$ cat src/verilog/pc_dma_pkg.sv
package pc_dma_pkg;
    // ==========================================================
    // sizes and register map
    localparam int          NUM_CH         = 8;
    localparam int          NUM_PAIRS      = 2;
    localparam int          SLOT_COUNT     = 8;
    localparam int          FIELD_W        = 2;
    localparam logic [7:0]  STYLE_OFFSET   = 8'h90;
    localparam logic [15:0] STYLE_RESET    = 16'h0000;
    localparam logic [15:0] CLR_MASK_LO    = 16'h000e;
    localparam logic [15:0] CLR_MASK_HI    = 16'h00dc;
    localparam logic [7:0]  MASK_RESET     = 8'hff;
    localparam logic [1:0]  STYLE_LPC      = 2'h0;
    localparam logic [1:0]  STYLE_PAIR_A   = 2'h1;
    localparam logic [1:0]  STYLE_PAIR_B   = 2'h2;
    // ==========================================================
    // special i/o addresses and byte enables (active low)
    localparam logic [31:0] IO_NORMAL      = 32'h0000_0000;
    localparam logic [31:0] IO_NORMAL_TC   = 32'h0000_0004;
    localparam logic [31:0] IO_VERIFY      = 32'h0000_00c0;
    localparam logic [31:0] IO_VERIFY_TC   = 32'h0000_00c4;
    localparam logic [3:0]  BE_BYTE        = 4'he;
    localparam logic [3:0]  BE_WORD        = 4'hc;
    localparam logic [3:0]  BE_VERIFY      = 4'hf;
    localparam logic [3:0]  LANE_BYTE      = 4'h1;
    localparam logic [3:0]  LANE_WORD      = 4'h3;
    localparam logic [15:0] BYTE_DATA_MASK = 16'h00ff;
    // ==========================================================
    // channel numbering and serial framing
    localparam logic [2:0]  BUS_MASTER_CH  = 3'h4;
    localparam logic [2:0]  FIRST_WORD_CH  = 3'h5;
    localparam logic [1:0]  LAST_GRANT_BIT = 2'h2;
    localparam logic [2:0]  LAST_SLOT      = 3'h7;
    // ==========================================================
    // types
    typedef enum logic [3:0] {
        ST_IDLE, ST_GRANT, ST_FIRST_REQ, ST_FIRST_WAIT, ST_SECOND_REQ,
        ST_SECOND_WAIT, ST_CHECK, ST_CASCADE, ST_RELEASE
    } dma_state_type;
    typedef struct packed {
        logic        isIo;
        logic        isWrite;
        logic [31:0] addr;
        logic [3:0]  byteEn;
        logic [31:0] data;
    } pci_cmd_type;
    typedef struct packed {
        logic toIo;
        logic verify;
        logic autoInit;
        logic termCount;
        logic cascade;
    } chan_mode_type;
endpackage

$ cat src/verilog/cmd_buffer2.sv
`timescale 1ns/1ps
module cmd_buffer2
    import pc_dma_pkg::*;
(
    // clock and reset
    input  wire logic        ref_clk,
    input  wire logic        rstSyncN,
    // filling side
    input  wire logic        inValid,
    output logic             inReady,
    input  wire pci_cmd_type inData,
    // draining side
    output logic             outValid,
    input  wire logic        outReady,
    output pci_cmd_type      outData
);
    typedef struct packed {
        logic        v0;
        logic        v1;
        pci_cmd_type d0;
        pci_cmd_type d1;
    } buf_state_type;

    buf_state_type s_q;
    buf_state_type s_d;

    // ==========================================================
    // head always in entry 0, so the outputs are flops
    always_comb begin
        s_d = s_q;
        if (s_q.v0 && outReady) begin
            s_d.d0 = s_q.d1;
            s_d.v0 = s_q.v1;
            s_d.v1 = 1'b0;
        end
        if (inValid && !s_q.v1) begin
            if (s_d.v0) begin
                s_d.d1 = inData;
                s_d.v1 = 1'b1;
            end else begin
                s_d.d0 = inData;
                s_d.v0 = 1'b1;
            end
        end
    end

    always_ff @(posedge ref_clk or negedge rstSyncN) begin
        if (!rstSyncN) begin
            s_q <= '0;
        end else begin
            s_q <= s_d;
        end
    end

    assign inReady  = !s_q.v1;
    assign outValid = s_q.v0;
    assign outData  = s_q.d0;
endmodule // cmd_buffer2

$ cat src/verilog/pc_pci_dma_expansion.sv
// Function
// - clear-mask port write unmasks four channels; one reaching terminal count in that same cycle stays masked
// - after request and bus, two-cycle transfer
// - two serial request/grant pairs
// - 16-bit register, seven 2-bit style fields
// - one style per channel, channels independent
// - grant: low start, three bits LSB first
// - mem-io, io-mem, verify, cascade bus masters
// - load then store; memory read or write
// - io addresses 00h/04h, verify 0C0h/0C4h
// - special io cycles only under active grant
// - io read data on low bus bytes
// - one io read per memory write, no packing
// - byte enables 1110b byte, 1100b word
// - end at terminal count or dropped request; with autoInit set, only a dropped request ends it
// - lpc channels: 0-3 byte, 5-7 word, 4 master
`timescale 1ns/1ps
module pc_pci_dma_expansion
    import pc_dma_pkg::*;
(
    // clock and reset
    input  wire logic          ref_clk,
    input  wire logic          rstn,
    // configuration space and command ports
    input  wire logic          cfgWrite,
    input  wire logic          cfgRead,
    input  wire logic [7:0]    cfgAddr,
    input  wire logic [15:0]   cfgWdata,
    output logic [15:0]        cfgRdata,
    input  wire logic          ioWrite,
    input  wire logic [15:0]   ioAddr,
    // serial request and grant pins
    input  wire logic [1:0]    dmaReqLine,
    output logic [1:0]         dmaGntLine,
    // dma controller side
    input  wire logic [31:0]   chanMemAddr,
    input  wire chan_mode_type chanMode,
    output logic [2:0]         activeChan,
    output logic               chanBusy,
    output logic               xferDone,
    output logic [7:0]         maskBits,
    output logic [7:0]         lpcRoute,
    output logic [7:0]         lpcWord,
    // pci master command stream
    output logic               cmdValid,
    input  wire logic          cmdReady,
    output pci_cmd_type        cmdOut,
    input  wire logic          cmdDone,
    input  wire logic [31:0]   cmdRdData
);
    typedef struct packed {
        dma_state_type     st;
        logic              pair;
        logic [2:0]        chan;
        logic [1:0]        bitCnt;
        logic [15:0]       styleSel;
        logic [7:0]        mask;
        logic [1:0][7:0]   stale;
        logic [15:0]       cfgRdata;
        logic [1:0]        gnt;
        logic              busy;
        logic              xferDone;
        logic [15:0]       ioData;
        chan_mode_type     modeLat;
        logic [31:0]       addrLat;
        logic [7:0]        lpcRoute;
        logic [7:0]        lpcWord;
    } top_state_type;

    localparam top_state_type TOP_RESET = '{st: ST_IDLE, styleSel: STYLE_RESET,
                                             mask: MASK_RESET, gnt: 2'h3, default: '0};

    logic            rstMeta;
    logic            rstSyncN;
    top_state_type   s_q;
    top_state_type   s_d;
    logic [1:0][7:0] pend;
    logic [1:0]      frameDone;
    logic            bufInValid;
    logic            bufInReady;
    pci_cmd_type     bufIn;

    // ==========================================================
    // reset release
    always_ff @(posedge ref_clk or negedge rstn) begin
        if (!rstn) begin
            rstMeta  <= 1'b0;
            rstSyncN <= 1'b0;
        end else begin
            rstMeta  <= 1'b1;
            rstSyncN <= rstMeta;
        end
    end

    // ==========================================================
    // request receivers, one per pair
    for (genvar p = 0; p < NUM_PAIRS; p++) begin : g_rx
        req_serial_rx u_rx (
            .ref_clk   (ref_clk),
            .rstSyncN  (rstSyncN),
            .reqLine   (dmaReqLine[p]),
            .pending   (pend[p]),
            .frameDone (frameDone[p])
        );
    end

    // ==========================================================
    // helpers
    function automatic logic [1:0] styleOf(input logic [15:0] sel, input logic [2:0] ch);
        logic [2:0] idx;
        idx = (ch > BUS_MASTER_CH) ? ch - 3'h1 : ch;
        return sel[idx*FIELD_W +: FIELD_W];
    endfunction

    function automatic logic [2:0] firstSet(input logic [7:0] v);
        logic [2:0] r;
        r = '0;
        for (int i = NUM_CH - 1; i >= 0; i--) begin
            if (v[i]) begin
                r = 3'(i);
            end
        end
        return r;
    endfunction

    // ==========================================================
    // state machine and registers
    always_comb begin
        logic [1:0][7:0] elig;
        logic            isWord;
        logic            tcNow;
        logic            verNow;
        logic [1:0]      lane;
        logic [31:0]     ioTarget;
        logic [3:0]      ioBe;
        logic [3:0]      memBe;
        logic [31:0]     rdShift;
        chan_mode_type   md;
        s_d          = s_q;
        s_d.xferDone = 1'b0;
        bufInValid   = 1'b0;
        bufIn        = '0;
        elig         = '0;
        md           = (s_q.st == ST_FIRST_REQ) ? chanMode : s_q.modeLat;
        isWord       = s_q.chan >= FIRST_WORD_CH;
        tcNow        = md.termCount;
        verNow       = md.verify;
        lane         = (s_q.st == ST_FIRST_REQ) ? chanMemAddr[1:0] : s_q.addrLat[1:0];
        ioTarget     = verNow ? (tcNow ? IO_VERIFY_TC : IO_VERIFY)
                              : (tcNow ? IO_NORMAL_TC : IO_NORMAL);
        ioBe         = verNow ? BE_VERIFY : (isWord ? BE_WORD : BE_BYTE);
        memBe        = ~((isWord ? LANE_WORD : LANE_BYTE) << lane);
        rdShift      = cmdRdData >> {lane, 3'h0};
        for (int c = 0; c < NUM_CH; c++) begin
            for (int p = 0; p < NUM_PAIRS; p++) begin
                elig[p][c] = pend[p][c] && !s_q.mask[c] && !s_q.stale[p][c]
                             && (3'(c) != BUS_MASTER_CH)
                             && styleOf(s_q.styleSel, 3'(c))
                                == (p != 0 ? STYLE_PAIR_B : STYLE_PAIR_A);
            end
            s_d.lpcRoute[c] = (3'(c) == BUS_MASTER_CH)
                              || (styleOf(s_q.styleSel, 3'(c)) != STYLE_PAIR_A
                                  && styleOf(s_q.styleSel, 3'(c)) != STYLE_PAIR_B);
            s_d.lpcWord[c]  = 3'(c) >= FIRST_WORD_CH;
        end
        s_d.cfgRdata = (cfgRead && cfgAddr == STYLE_OFFSET) ? s_q.styleSel : '0;
        if (cfgWrite && cfgAddr == STYLE_OFFSET) begin
            s_d.styleSel = cfgWdata;
        end
        if (ioWrite && ioAddr == CLR_MASK_LO) begin
            s_d.mask[3:0] = '0;
        end
        if (ioWrite && ioAddr == CLR_MASK_HI) begin
            s_d.mask[7:4] = '0;
        end
        for (int p = 0; p < NUM_PAIRS; p++) begin
            if (frameDone[p]) begin
                s_d.stale[p] = '0;
            end
        end
        unique case (s_q.st)
            ST_IDLE: begin
                if (|elig[0] || |elig[1]) begin
                    s_d.pair          = !(|elig[0]);
                    s_d.chan          = firstSet(|elig[0] ? elig[0] : elig[1]);
                    s_d.gnt[s_d.pair] = 1'b0;
                    s_d.bitCnt        = '0;
                    s_d.st            = ST_GRANT;
                end
            end
            ST_GRANT: begin
                s_d.gnt[s_q.pair] = s_q.chan[s_q.bitCnt];
                s_d.bitCnt        = s_q.bitCnt + 2'h1;
                if (s_q.bitCnt == LAST_GRANT_BIT) begin
                    s_d.st = chanMode.cascade ? ST_CASCADE : ST_FIRST_REQ;
                end
            end
            ST_CASCADE: begin
                s_d.gnt[s_q.pair] = 1'b0;
                if (frameDone[s_q.pair] && !pend[s_q.pair][s_q.chan]) begin
                    s_d.st = ST_RELEASE;
                end
            end
            ST_FIRST_REQ: begin
                s_d.gnt[s_q.pair] = 1'b0;
                bufInValid        = 1'b1;
                if (chanMode.toIo && !verNow) begin
                    bufIn = '{isIo: 1'b0, isWrite: 1'b0, addr: chanMemAddr,
                              byteEn: memBe, data: '0};
                end else begin
                    bufIn = '{isIo: 1'b1, isWrite: 1'b0, addr: ioTarget,
                              byteEn: ioBe, data: '0};
                end
                if (bufInReady) begin
                    s_d.modeLat = chanMode;
                    s_d.addrLat = chanMemAddr;
                    s_d.st      = ST_FIRST_WAIT;
                end
            end
            ST_FIRST_WAIT: begin
                if (cmdDone) begin
                    s_d.ioData = s_q.modeLat.toIo ? rdShift[15:0] : cmdRdData[15:0];
                    if (!isWord) begin
                        s_d.ioData = s_d.ioData & BYTE_DATA_MASK;
                    end
                    s_d.xferDone = s_q.modeLat.verify;
                    s_d.st       = s_q.modeLat.verify ? ST_CHECK : ST_SECOND_REQ;
                end
            end
            ST_SECOND_REQ: begin
                bufInValid = 1'b1;
                if (s_q.modeLat.toIo) begin
                    bufIn = '{isIo: 1'b1, isWrite: 1'b1, addr: ioTarget,
                              byteEn: ioBe, data: {16'h0000, s_q.ioData}};
                end else begin
                    bufIn = '{isIo: 1'b0, isWrite: 1'b1, addr: s_q.addrLat, byteEn: memBe,
                              data: {16'h0000, s_q.ioData} << {lane, 3'h0}};
                end
                if (bufInReady) begin
                    s_d.st = ST_SECOND_WAIT;
                end
            end
            ST_SECOND_WAIT: begin
                if (cmdDone) begin
                    s_d.xferDone = 1'b1;
                    s_d.st       = ST_CHECK;
                end
            end
            ST_CHECK: begin
                if (s_q.modeLat.termCount && !s_q.modeLat.autoInit) begin
                    s_d.mask[s_q.chan] = 1'b1;
                    s_d.st             = ST_RELEASE;
                end else if (!pend[s_q.pair][s_q.chan]) begin
                    s_d.st = ST_RELEASE;
                end else begin
                    s_d.st = ST_FIRST_REQ;
                end
            end
            ST_RELEASE: begin
                s_d.gnt[s_q.pair]            = 1'b1;
                s_d.stale[s_q.pair][s_q.chan] = 1'b1;
                s_d.st                       = ST_IDLE;
            end
        endcase
        s_d.busy = s_d.st != ST_IDLE;
    end

    always_ff @(posedge ref_clk or negedge rstSyncN) begin
        if (!rstSyncN) begin
            s_q <= TOP_RESET;
        end else begin
            s_q <= s_d;
        end
    end

    // ==========================================================
    // command buffer towards the pci master
    cmd_buffer2 u_buf (
        .ref_clk  (ref_clk),
        .rstSyncN (rstSyncN),
        .inValid  (bufInValid),
        .inReady  (bufInReady),
        .inData   (bufIn),
        .outValid (cmdValid),
        .outReady (cmdReady),
        .outData  (cmdOut)
    );

    assign cfgRdata   = s_q.cfgRdata;
    assign dmaGntLine = s_q.gnt;
    assign activeChan = s_q.chan;
    assign chanBusy   = s_q.busy;
    assign xferDone   = s_q.xferDone;
    assign maskBits   = s_q.mask;
    assign lpcRoute   = s_q.lpcRoute;
    assign lpcWord    = s_q.lpcWord;

    // ==========================================================
    // assertions
    function automatic logic verNowA();
        return (s_q.st == ST_FIRST_REQ) ? chanMode.verify : s_q.modeLat.verify;
    endfunction

    function automatic logic tcNowA();
        return (s_q.st == ST_FIRST_REQ) ? chanMode.termCount : s_q.modeLat.termCount;
    endfunction
endmodule // pc_pci_dma_expansion

$ cat src/verilog/req_serial_rx.sv
`timescale 1ns/1ps
module req_serial_rx
    import pc_dma_pkg::*;
(
    // clock and reset
    input  wire logic       ref_clk,
    input  wire logic       rstSyncN,
    // serial request pin
    input  wire logic       reqLine,
    // decoded frame
    output logic [7:0]      pending,
    output logic            frameDone
);
    typedef struct packed {
        logic       meta;
        logic       line;
        logic       busy;
        logic [2:0] slot;
        logic [7:0] shift;
        logic [7:0] pending;
        logic       frameDone;
    } rx_state_type;

    localparam rx_state_type RX_RESET = '{meta: 1'b1, line: 1'b1, default: '0};

    rx_state_type s_q;
    rx_state_type s_d;

    // ==========================================================
    // start bit then eight slots, channel 0 first
    always_comb begin
        s_d           = s_q;
        s_d.meta      = reqLine;
        s_d.line      = s_q.meta;
        s_d.frameDone = 1'b0;
        if (!s_q.busy) begin
            if (!s_q.line) begin
                s_d.busy = 1'b1;
                s_d.slot = '0;
            end
        end else begin
            s_d.shift[s_q.slot] = s_q.line;
            s_d.slot            = s_q.slot + 3'h1;
            if (s_q.slot == LAST_SLOT) begin
                s_d.busy      = 1'b0;
                s_d.pending   = {s_q.line, s_q.shift[SLOT_COUNT-2:0]};
                s_d.frameDone = 1'b1;
            end
        end
    end

    always_ff @(posedge ref_clk or negedge rstSyncN) begin
        if (!rstSyncN) begin
            s_q <= RX_RESET;
        end else begin
            s_q <= s_d;
        end
    end

    assign pending   = s_q.pending;
    assign frameDone = s_q.frameDone;
endmodule // req_serial_rx
$ cat config.mk
export PLATFORM = sky130hd
export DESIGN_NAME = pc_pci_dma_expansion
export DESIGN_NICKNAME = d
export VERILOG_FILES = /design/src/verilog/pc_dma_pkg.sv /design/src/verilog/cmd_buffer2.sv /design/src/verilog/pc_pci_dma_expansion.sv /design/src/verilog/req_serial_rx.sv
export SDC_FILE = /design/constraint.sdc
export NUM_CORES = 1
export LEC_CHECK = 0
export BUFFER_PORTS_ARGS = -buffer_cell sky130_fd_sc_hd__buf_2
export CELL_PAD_IN_SITES_DETAIL_PLACEMENT = 1
export CELL_PAD_IN_SITES_GLOBAL_PLACEMENT = 2
export CORE_ASPECT_RATIO = 1.2
export CORE_MARGIN = 3
export CORE_UTILIZATION = 39
export DETAILED_ROUTE_END_ITERATION = 8
export PLACE_DENSITY = 0.87
export SYNTH_ARGS = -nofsm -noshare
export SYNTH_HDL_FRONTEND = slang
export SYNTH_SLANG_ARGS = --single-unit
export TNS_END_PERCENT = 1
$ cat constraint.sdc
create_clock -name ref_clk -period 23.8 [get_ports ref_clk]
set_input_delay 1.19 -clock ref_clk [delete_from_list [all_inputs] [get_ports ref_clk]]
set_output_delay 1.19 -clock ref_clk [all_outputs]
set_load 0.02 [all_outputs]
=== Word level (Yosys, flattened, before mapping) ===
Cells that the tools add are included.

* Multiplexer cells: 87
* Order comparisons: 12
* Reduce and logical (&&, ||, !) cells: 106
* Shift-type cells: 3
* Add/sub/neg operators: 3
* Bitwise operators: 9
* Eq/ne operators: 45

{| class="wikitable"
|+ Operator list
! kind !! count
|-
| two-way mux 70 bit || 4
|-
| two-way mux 142 bit || 1
|-
| one-hot mux 70 bit (2 select lines) || 1
|-
| two-way mux 72 bit || 1
|-
| two-way mux 8 bit || 9
|-
| two-way mux 16 bit || 4
|-
| logical AND 1 bit || 63
|-
| two-way mux 4 bit || 15
|-
| one-hot mux 4 bit (9 select lines) || 1
|-
| two-way mux 3 bit || 11
|-
| left shift 16 x 5 -> 32 bit || 1
|-
| >> shifter 32 x 5 -> 16 bit || 1
|-
| zero test 1 bit || 26
|-
| inequality test 2 bit (second input constant) || 10
|-
| two-way mux 1 bit || 18
|-
| two-way mux 17 bit || 1
|-
| bitwise mux 8 bit || 2
|-
| equality test 16 x 4 -> 1 bit (second input constant) || 1
|-
| equality test 16 x 8 -> 1 bit (second input constant) || 1
|-
| equality test 2 bit (second input constant) || 8
|-
| equality test 4 x 3 -> 1 bit (second input constant) || 4
|-
| bitwise OR 16 bit || 1
|-
| AND reduction 2 bit || 8
|-
| equality test 2 x 1 -> 1 bit (second input constant) || 7
|-
| other kinds (38) || 66
|}

* Register bits after elaboration: 322
* Output and inout port bits: 118

=== Longest topological paths before layout ===
Gate-level depths: netlist (run 1).

* Depth after elaboration: 17
* Mapped depth: 9

=== Cells and area by module ===
From an unflattened synthesis (run 1), not the netlist that was laid out.

* Cells, all modules: 1331
* Area total of the unflattened synthesis: 16077.9 um2

{| class="wikitable"
|+ By module, submodules not included
! module !! sequential area each (um2) !! area an instance (um2) !! times used !! cells each
|-
| pc_pci_dma_expansion || 3265.6 || 7459.7 || 1 || 744
|-
| cmd_buffer2 || 3553.4 || 6681.4 || 1 || 453
|-
| req_serial_rx || 553.0 || 968.4 || 2 || 67
|}

=== Worst setup path before layout (run 1) ===
OpenSTA, ideal clock, no wires.

* Path kind: input to register
* Start: in chanMode[0] (netlist name)
* End: reg s_q, in the netlist chanBusy
* Cell stages on the path: 6
* Slack: 21.270 ns
* Required time: 23.658 ns
* Buffers on the path: 0
* Data arrival time: 2.388 ns
* Path through: or3b_2 > a311oi_1 > o21ai_0 > a21boi_0 > a211oi_1 > nand4b_1

{| class="wikitable"
|+ RTL lines
! item !! line !! RTL
|-
| start: declaration || pc_pci_dma_expansion.sv:37 || <nowiki>input wire chan_mode_type chanMode,</nowiki>
|-
| end signal: assignment || pc_pci_dma_expansion.sv:270 || <nowiki>s_q <= TOP_RESET;</nowiki>
|-
| end signal: assignment || pc_pci_dma_expansion.sv:272 || <nowiki>s_q <= s_d;</nowiki>
|-
| end: declaration || pc_pci_dma_expansion.sv:75 || <nowiki>top_state_type s_q;</nowiki>
|}

==> results.py, run 1 <==
metrics = {
    "run_status": {
        "status": "completed",
    },
    "grt": {
        "grt_pass1_vias": 12300,
        "grt_max_degree": 117,
        "grt_overflow": 0,
        "grt_first_pass_wirelength_mm": 68.0,
        "grt.total_usage": 0.198,
        "antenna_found_initial": 5,
    },
    "timing": {
        "slew_headroom": 0.239,
        "period_share": 0.160,
        "drv_slew": 0,
        "fin_tns_setup_ps": 0,
        "hold_viol": 0,
        "tightest_slew_ps": 1140,
        "finalSetupViolCount": 0,
        "skew_ps": 27.8,
        "fmax_mhz": 263,
        "rsz0062_at_grt": "no",
        "fin_ws_ps": 19990,
        "fin_crit_ps": 3810,
    },
    "setup_path": {
        "ff2ff_path_depth": 6,
        "critPathMaxFanout": 93,
        "crit_path_end_kind": "register",
        "cp_data_arrival_time_ps": 4160,
        "critPathKind": "register to register",
        "critPathLaunchType": "register",
        "cp.required_ps": 24150,
    },
    "pwr": {
        "p_int_uw": 995,
        "ir_drop_mv": 0.0581,
        "p_sw_uw": 341,
        "pwr-share-comb": 0.107,
        "p_sw_frac": 0.255,
        "power.density_nw_per_um2": 76.9,
        "p_leak_uw": 0.00832,
        "sequentialPowerShare": 0.485,
        "clkPwrFrac": 0.408,
    },
    "synth": {
        "ys_seq_elements": 316,
        "synthSimpleGateAreaFrac": 0.139,
        "yosysUniqueCellTypes": 70,
        "synth_top_family_by_area": "compound AO/OA/AOI/OAI gates",
        "synth_edf_count": 0,
        "yosys.area_share.xor_xnor": 0,
        "syn_area_um2": 15500,
        "muxShareOfSynthArea": 0.0929,
        "avgSynthCellArea_um2": 10.3,
        "synthArstFlopShare": 1.00,
        "synth_ff_type": "dfrtp_1",
        "synth_compound_area_frac": 0.149,
        "yosysSeqAreaShare": 0.511,
        "yosysWarnings": 0,
        "synthAdderAreaFrac": 0.0153,
        "netlist_instances": 1508,
    },
    "cts": {
        "cts_tree": "done",
        "clk_pin_slew_worst_paths_ps": 60,
        "clkLatencyLatePin_ps": 530,
        "cts-buffers-inserted": 36,
        "cts_repair_resize_count": 0,
        "post_cts.repair.setup_buffers": 0,
        "cts_root_buffer": "clkbuf_16",
        "htree_levels": 2,
        "cts_hold_buf": 0,
        "cts_sinks": 316,
        "cts_buffer_depth": 3,
    },
    "drt": {
        "drc": 0,
        "drt-total-wl_mm": 42.8,
        "final_antenna_net_count": 0,
        "routed_via_density": 5.39,
        "post_drt_wl_per_cell_um": 20.1,
        "num_vias": 11500,
        "dr.first_iter.drc_count": 552,
        "drt-pass1-iter-count": 4,
    },
    "cells_and_area": {
        "layout-drive-gt1-share": 0.271,
        "multi_input_area_um2": 6210,
        "final_cell_mix": "301 x dfrtp_1, 230 x buf_2, 185 x nand2_1, 100 x o21ai_0, 92 x mux2_2",
        "layout_commonest_cell": "dfrtp_1",
        "seqCellArea_um2": 7930,
        "fillCellCount": 4344,
        "stdcell_count": 2132,
        "fin_nets": 1718,
        "area_delta_synth_final_pct": 12.0,
    },
    "floorplanning": {
        "ioPinCount": 236,
        "die_w_um": 188,
        "fp-row-count": 79,
        "design.core.area_um2": 39000,
        "start_util": 0.397,
        "dieArea_um2": 42200,
        "die_y_um": 224,
    },
    "placement": {
        "hpwlAfterDp_mm": 29.3,
        "place_inst": 2069,
        "dp_slack_ps": 19750,
        "portBuffers": 230,
        "routabilityCongestion": 0.807,
    },
    "flow_run": {
        "drv_cap": 0,
    },
    "worst_hold_path": {
        "hp-class": "register to asynchronous set/reset pin",
    },
}
cell families after synthesis:
kind of cell | Yosys count
AO/OA/AOI/OAI | 365
adder cells (fa/ha/maj) | 19
buffers and inverters | 256
flip-flops | 316
multiplexers | 132
other | 2
AND/OR/NAND/NOR | 418
registers in the layout (all words and copies together) (netlist names):
register / count
cfgRdata: 16
u_buf.outData: 70
u_buf.outValid: 1
xferDone: 1
activeChan: 3
g_rx.u_rx.frameDone: 2
s_q: 89
rstMeta: 1
g_rx.u_rx.s_d: 2
u_buf.s_q: 71
lpcRoute: 8
g_rx.u_rx.pending: 16
maskBits: 8
g_rx.u_rx.s_q: 24
rstSyncN: 1
chanBusy: 1
dmaGntLine: 2
worst paths after layout:
check	from	endpoint	slack (ps)
hold / removal	rstSyncN	u_buf.s_q[42]	330
max in group asynchronous	rstSyncN	s_q[62]	21210
setup reg to reg	s_q[135]	u_buf.outData[20]	19990
setup / recovery	s_q[135]	u_buf.outData[20]	19990
hold reg to reg	rstSyncN	u_buf.s_q[42]	330
min in group ref_clk	rstMeta	rstSyncN	350
cells in the mapped netlist, drive strengths merged (3+ instances only):
cell	n	area (um^2)
dfrtp	302	7560
nand2	188	713
buf	143	1020
o21ai	117	586
mux2	93	1050
a21oi	77	389
clkbuf	72	272
a211oi	49	368
and3	45	282
nand3	42	210
inv	41	154
nor2	41	161
a22oi	40	340
mux2i	39	390
o22ai	27	169
and2	22	138
ha	19	238
o2bb2ai	16	140
nor4bb	15	150
dfstp	14	368
nor3	12	76.3
a22o	8	70.1
o211ai	8	60.1
nor2b	7	43.8
nand4b	6	52.6
nor3b	6	50.1
a31oi	5	31.3
nand2b	5	31.3
nor4	5	37.5
nor4b	4	50.1
or3b	4	35.0
a221oi	3	26.3
nand3b	3	22.5
nand4	3	18.8
or4	3	22.5
or4b	3	30.0
area by class of cell:
cell class	count	share of cell area
multi-input cells	941	0.358
flip-flops and latches	316	0.456
diodes	4	0.000576
clock inverters	6	0.00547
repair buffers	245	0.0727
clock buffers	53	0.0608
inverters	41	0.00885
well taps	526	0.0379
power groups by stage:
| stage | Sequential (uW) | Combinational (uW) | Clock [uW] |
|---|---|---|---|
| CTS | 649 | 146 | 561 |
| global placement | 655 | 138 | 0 |
| finish | 648 | 143 | 545 |
| global route | 656 | 162 | 584 |
| detailed placement | 659 | 145 | 0 |
| floorplan | 632 | 116 | 0 |
metal layers:
layer	part of all wire	GRT usage	up-vias	wire length, um
met2	0.51	0.354	254	21700
met4	0.039	0.0760	2	1660
li1	-	-	5360	-
met1	0.41	0.241	5795	17700
met5	0.00030	0	-	13
met3	0.041	0.0312	87	1780
stage by stage:
stage	cell area, um^2	hold slack [ps]	total power (uW)	utilization
global route	17400	361	1400	0.445
detailed placement	16200	338	804	0.415
finish	17400	331	1340	0.445
global placement	16200	334	793	0.415
CTS	17400	351	1360	0.445
floorplan	15500	331	748	-
worst max-delay path: stages (launching register included):
cell	delay (ps)
dfrtp_1	680
nor4b_4	820
nor2_1	320
nor3_4	180
buf_4	460
buf_4	780
o21ai_0	270
No activity file was read; power rests on OpenSTA's default activity.
==> inputs of run 2 (changes only) <==
--- a/config.mk
+++ b/config.mk
@@ -5,14 +5,15 @@
 export SDC_FILE = /design/constraint.sdc
 export NUM_CORES = 1
 export LEC_CHECK = 0
+export ABC_AREA = 1
 export BUFFER_PORTS_ARGS = -buffer_cell sky130_fd_sc_hd__buf_2
 export CELL_PAD_IN_SITES_DETAIL_PLACEMENT = 1
 export CELL_PAD_IN_SITES_GLOBAL_PLACEMENT = 2
 export CORE_ASPECT_RATIO = 1.2
 export CORE_MARGIN = 3
-export CORE_UTILIZATION = 39
+export CORE_UTILIZATION = 34
 export DETAILED_ROUTE_END_ITERATION = 8
-export PLACE_DENSITY = 0.87
+export PLACE_DENSITY = 0.82
 export SYNTH_ARGS = -nofsm -noshare
 export SYNTH_HDL_FRONTEND = slang
 export SYNTH_SLANG_ARGS = --single-unit
==> constraint.sdc (replaced) <==
create_clock -name ref_clk -period 3.7 [get_ports ref_clk]
set_input_delay 0.185 -clock ref_clk [delete_from_list [all_inputs] [get_ports ref_clk]]
set_output_delay 0.185 -clock ref_clk [all_outputs]
set_load 0.02 [all_outputs]
==> run 2 against run 1 <==
  * Clock power increased to 6.6 times the previous value
  * Count of clock-buffer cells in the layout increased by 1
  * Total power increased to 11 times the previous value
  * Clock skew decreased by 4.5 ps
  * Critical endpoint is now u_buf.s_q[6]
  * Global-route usage increased by 0.25 points
  * Design area increased by 5.4%
  * Register-to-register slack got worse by 19000 ps
  * First-iteration DRC count decreased by 6.2%
  * Die area increased by 15%
  * Fmax increased by 42%
==> results.py, run 2 <==
metrics = {
    "run_status": {
        "status": "completed",
    },
    "cells_and_area": {
        "area_delta_synth_final_pct": 17.2,
        "fillCellCount": 5428,
        "final_cell_mix": "545 x nand2_1, 301 x dfrtp_1, 230 x buf_2, 169 x inv_1, 161 x o21ai_0",
        "largest_reg_flops": 89,
        "regMostFlops": "s_q",
        "postLayoutCoreUtil": 0.405,
        "fin_nets": 2207,
        "layout_commonest_cell": "nand2_1",
        "layout-drive-gt1-share": 0.175,
    },
    "floorplanning": {
        "fp-row-count": 85,
        "start_util": 0.346,
        "die_y_um": 241,
        "dieArea_um2": 48600,
        "ioPinCount": 236,
        "die_w_um": 202,
        "design.core.area_um2": 45200,
    },
    "setup_path": {
        "regToRegStartpoint": "s_q[138]",
        "critPathLaunchType": "register",
        "startpoint": "s_q[138]",
        "critPathMaxFanout": 74,
        "cp_data_arrival_time_ps": 3100,
        "r2r-end": "u_buf.s_q[6]",
        "cp.required_ps": 4130,
        "rrSetupSlack_ps": 1030,
        "critPathKind": "register to register",
        "ff2ff_path_depth": 8,
        "crit_path_end_kind": "register",
    },
    "drt": {
        "drt-total-wl_mm": 49.3,
        "drc": 0,
        "dr.first_iter.drc_count": 518,
        "final_antenna_net_count": 0,
        "num_vias": 13200,
        "post_drt_wl_per_cell_um": 18.2,
        "drt-pass1-iter-count": 4,
        "routed_via_density": 4.89,
    },
    "synth": {
        "synth_ff_type": "dfrtp_1",
        "yosys.area.top_type_share": 0.484,
        "avgSynthCellArea_um2": 8.19,
        "synthArstFlopShare": 1.00,
        "yosysUniqueCellTypes": 41,
        "syn_area_um2": 15600,
        "ys_seq_elements": 316,
        "synth_area_leader_cell": "dfrtp_1",
        "ys_top_cells_by_count": "547 x nand2_1, 302 x dfrtp_1, 169 x inv_1",
        "synth_area_leaders": "dfrtp_1 48%, nand2_1 13%, buf_4 6.0%, o21ai_0 5.2%, inv_1 4.1%",
        "synth_most_common_cell": "nand2_1",
        "yosysSeqAreaShare": 0.507,
        "netlist_instances": 1909,
        "synth_edf_count": 0,
        "yosysWarnings": 0,
    },
    "timing": {
        "whs_ps": 14.4,
        "hold_viol": 0,
        "rsz0062_at_grt": "no",
        "period_share": 0.722,
        "finalSetupViolCount": 0,
        "fin_ws_ps": 1030,
        "fin_tns_setup_ps": 0,
        "fin_crit_ps": 2670,
        "slew_headroom": 0.256,
        "tightest_slew_ps": 1110,
        "skew_ps": 23.2,
        "drv_slew": 0,
        "fmax_mhz": 374,
    },
    "cts": {
        "cts_repair_resize_count": 0,
        "cts_root_buffer": "clkbuf_16",
        "cts_tree": "done",
        "post_cts.repair.setup_buffers": 0,
        "cts_buffer_depth": 3,
        "cts-buffers-inserted": 37,
        "htree_levels": 2,
        "cts_sinks": 316,
        "clk_pin_slew_worst_paths_ps": 60,
        "clkLatencyLatePin_ps": 530,
    },
    "placement": {
        "portBuffers": 230,
        "hpwlAfterDp_mm": 34.5,
        "dp_slack_ps": 1020,
        "routabilityCongestion": 0.825,
    },
    "grt": {
        "grt_max_degree": 77,
        "antenna_found_initial": 2,
        "grt_pass1_vias": 14100,
        "grt_overflow": 0,
        "grt_first_pass_wirelength_mm": 77.8,
        "grt.total_usage": 0.200,
    },
    "pwr": {
        "p_sw_frac": 0.416,
        "sequentialPowerShare": 0.380,
        "clkPwrFrac": 0.242,
        "power.density_nw_per_um2": 808,
        "p_leak_uw": 0.00919,
        "p_sw_uw": 6160,
        "p_int_uw": 8650,
        "ir_drop_mv": 0.280,
        "pwr-share-comb": 0.378,
    },
    "worst_hold_path": {
        "hp-class": "input port to asynchronous set/reset pin",
    },
    "flow_run": {
        "drv_cap": 0,
    },
}
==> run 2: cell count changes in the layout (fill, tap and decap cells not counted), sizes merged, moves of 39 or more <==
cell	before	now
nand2	188	559
inv	41	178
nor2	41	144
o21ai	117	215
mux2	93	6
dlygate4sd3	0	67
a211oi	49	0
and3	45	0
a31oi	5	46
a22oi	40	1
mux2i	39	0
==> run 2: power by group through the flow <==
stage | combinational, uW | clock, uW | sequential [uW]
3_5_place_dp | 5600 | 0 | 5690
4_1_cts | 5690 | 3690 | 5640
3_3_place_gp | 5400 | 0 | 5640
2_1_floorplan | 4460 | 0 | 5370
6_report | 5600 | 3580 | 5620
5_1_grt | 6310 | 3820 | 5790
==> run 2: layout make-up <==
class                           count  area (um^2)  share of cell area
Antenna cell                        2         5.00            0.000273
Clock buffer                       54         1090              0.0595
Sequential cell                   316         7930               0.433
Multi-Input combinational cell   1220         5780               0.315
Inverter                          181          686              0.0374
Timing Repair Buffer              314         1990               0.108
Clock inverter                      9         82.6             0.00451
Tap cell                          609          762              0.0416
==> run 2: layer usage <==
layer / wire (um) / GRT usage / vias to the layer above
met5: 0 / 0 / -
li1: - / - / 6366
met1: 20600 / 0.242 / 6526
met3: 1790 / 0.0308 / 88
met2: 25300 / 0.367 / 247
met4: 1650 / 0.0668 / 0
==> run 2: stage by stage <==
step / power (uW) / instance area, um^2 / cells
finish: 14800 / 18300 / 2705
global route: 15900 / 18300 / 2704
CTS: 15000 / 18300 / 2703
detailed placement: 11300 / 16500 / 2573
global placement: 11000 / 16500 / 2573
floorplan: 9840 / 15700 / 1914
==> run 2: how the worst max path moves through the flow <==
| stage | endpoint | slack, ps | cells past startpoint |
|---|---|---|---|
| after floorplan | activeChan[0] | 570 | 0 |
| after global placement | u_buf.s_q[2] | 1180 | 8 |
| after detailed placement | u_buf.s_q[6] | 1020 | 8 |
| after CTS | u_buf.s_q[6] | 1000 | 8 |
| after global routing | u_buf.s_q[6] | 740 | 8 |
| final | u_buf.s_q[6] | 1030 | 8 |
==> run 2: critical path: stages (launching register included) <==
cell	delay (ps)
dfrtp_1	450
inv_1	140
nand2_2	130
o21ai_2	240
nand2_2	140
nor2_4	120
buf_4	680
nand2_1	420
o22ai_1	240
==> run 2: cells by family (layout without fill, tap and decap cells) <==
| logic type | count (synthesis) | count (layout) | synth area share |
|---|---|---|---|
| buf+inv | 378 | 558 | 0.125 |
| flops | 316 | 316 | 0.507 |
| compound gates | 398 | 398 | 0.141 |
| other cells | 2 | 9 | 0.000481 |
| mux | 6 | 6 | 0.00432 |
| simple gates | 790 | 790 | 0.207 |
| fa+ha+maj | 19 | 19 | 0.0152 |
==> run 2: what timing repair did <==
item	4_1_cts	5_1_grt
endpoints found under the hold margin	68	0
hold buffers	67	0
endpoints found under the setup margin	0	0
==> inputs of run 3 (changes only) <==
==> constraint.sdc (replaced) <==
create_clock -name ref_clk -period 2.7 [get_ports ref_clk]
set_input_delay 0.135 -clock ref_clk [delete_from_list [all_inputs] [get_ports ref_clk]]
set_output_delay 0.135 -clock ref_clk [all_outputs]
set_load 0.02 [all_outputs]
==> run 3 against run 2 <==
  * Via count increased by 1.3%
  * Cell count increased by 1.0%
  * Non-clock buffer count up 27
  * Count of clock-buffer cells in the layout rose by 2
  * Combinational power increased by 40%
  * Global-route usage is 0.42 points higher
  * Clock skew down 5.6 ps
  * Critical path type unchanged
  * Largest cell class unchanged
  * Largest power group is now combinational logic
  * Highest routed layer unchanged
==> results.py, run 3 (synthesis results as in run 2) <==
metrics = {
    "grt": {
        "grtUsageMet1": 0.253,
        "grt_overflow": 0,
        "grt_max_degree": 76,
        "use_met3": 0.0352,
        "antenna_found_initial": 0,
        "busiest_layer": "met2",
        "grt_pass1_vias": 14100,
        "grt.total_usage": 0.205,
        "met2_usage": 0.360,
        "grt_first_pass_wirelength_mm": 79.2,
    },
    "pwr": {
        "power.density_nw_per_um2": 1100,
        "p_leak_uw": 0.00935,
        "ir_drop_mv": 0.524,
    },
    "floorplanning": {
        "dieArea_um2": 48600,
        "die_w_um": 202,
        "die_y_um": 241,
        "fp-row-count": 85,
        "start_util": 0.346,
        "design.core.area_um2": 45200,
        "ioPinCount": 236,
    },
    "setup_path": {
        "regToRegStartpoint": "s_q[137]",
        "cp_data_arrival_time_ps": 2930,
        "startpoint": "s_q[137]",
        "critPathLaunchType": "register",
        "critPathKind": "register to register",
        "critPathMaxFanout": 14,
        "cp.required_ps": 3140,
        "crit_path_end_kind": "register",
        "crit_chain": "nor2_4, nand3_4, inv_8, nand2_4, nand2_4, buf_6, nand2_2, o21ai_0, nand2_1, o211ai_1, dlygate4sd3_1, nand2_1",
        "slowest_stage": "dlygate4sd3_1",
        "cpPeakStageDelay_ps": 560,
    },
    "timing": {
        "fin_crit_ps": 2490,
        "skew_ps": 17.7,
        "period_share": 0.924,
        "drv_slew": 0,
        "hold_viol": 0,
        "finalSetupViolCount": 0,
        "fmax_mhz": 401,
        "fin_tns_setup_ps": 0,
        "tightest_slew_ps": 1030,
        "rsz0062_at_grt": "no",
        "slew_headroom": 0.310,
        "whs_ps": 30.4,
    },
    "cts": {
        "cts-buffers-inserted": 36,
        "clk_pin_slew_worst_paths_ps": 60,
        "clkLatencyLatePin_ps": 550,
        "cts_buffer_depth": 3,
        "cts_root_buffer": "clkbuf_16",
        "cts_tree": "done",
        "htree_levels": 2,
        "cts_sinks": 316,
    },
    "cells_and_area": {
        "fin_nets": 2233,
        "layout_commonest_cell": "nand2_1",
        "fillCellCount": 5438,
        "regMostFlops": "s_q",
        "largest_reg_flops": 89,
        "layout-drive-gt1-share": 0.183,
        "area_delta_synth_final_pct": 19.5,
        "antennaDiodeCount": 0,
        "final_cell_mix": "545 x nand2_1, 300 x dfrtp_1, 230 x buf_2, 169 x inv_1, 160 x o21ai_0",
    },
    "drt": {
        "drt-total-wl_mm": 50.0,
        "final_antenna_net_count": 0,
        "num_vias": 13400,
        "drt-pass1-iter-count": 4,
        "dr.first_iter.drc_count": 587,
        "routed_via_density": 4.90,
        "drc": 0,
        "post_drt_wl_per_cell_um": 18.3,
    },
    "placement": {
        "portBuffers": 230,
        "hpwlAfterDp_mm": 35.0,
        "routabilityCongestion": 0.878,
    },
    "worst_hold_path": {
        "hp-start": "ioAddr[1]",
        "hp-class": "input port to register",
    },
    "flow_run": {
        "drv_cap": 0,
    },
    "run_status": {
        "status": "completed",
    },
}
-- run 3: repair_timing --
action,in CTS,in global routing
hold endpoints to repair,103,0
setup endpoints to repair,0,4
hold buffers,77,0
setup buffers,0,7
gates resized for setup,0,9
-- run 3: per-stage QoR --
| stage | util | instances | instance area (um^2) | power (uW) | setup WS (ps) |
|---|---|---|---|---|---|
| CTS | 0.412 | 2726 | 18600 | 20800 | 81.7 |
| global route | 0.413 | 2733 | 18700 | 22200 | 16.0 |
| global placement | 0.368 | 2583 | 16600 | 15200 | 484 |
| floorplan | - | 1914 | 15700 | 13500 | -429 |
| finish | 0.413 | 2733 | 18700 | 20600 | 206 |
| detailed placement | 0.368 | 2583 | 16600 | 15500 | 417 |
-- run 3: power by group --
| group | internal [uW] | switching (uW) |
|---|---|---|
| clock | 2980 | 2060 |
| combinational | 2630 | 5210 |
| sequential | 6510 | 1220 |
-- run 3: final cells by class --
class                           count  area (um^2)  area share
Clock buffer                       56         1130      0.0604
Clock inverter                     10         91.3     0.00489
Inverter                          181          696      0.0372
Multi-Input combinational cell   1220         5780       0.309
Sequential cell                   316         7930       0.425
Tap cell                          609          762      0.0408
Timing Repair Buffer              341         2290       0.123
-- run 3: per-layer routing --
layer,vias up,share of wire
met2,257,0.50
met5,-,0
met3,96,0.039
met4,0,0.040
li1,6414,-
met1,6638,0.42
-- run 3: worst max-delay path, delay by kind of cell (launching register included) --
| kind | cells | cell delay (ps) |
|---|---|---|
| buf+inv | 3 | 880 |
| compound gates | 2 | 290 |
| simple gates | 7 | 770 |
| flops | 1 | 430 |
-- run 3: final timing paths --
kind | end | slack, ps | cells after the start
min in group asynchronous | g_rx[1].u_rx.s_q[20] | 340 | 0
worst min-delay path | maskBits[7] | 30 | 5
worst max-delay path | s_q[57] | 210 | 12
worst min register to register | g_rx[1].u_rx.s_q[20] | 340 | 0
max in group asynchronous | lpcRoute[4] | 1420 | 1
worst max register to register | s_q[57] | 210 | 12
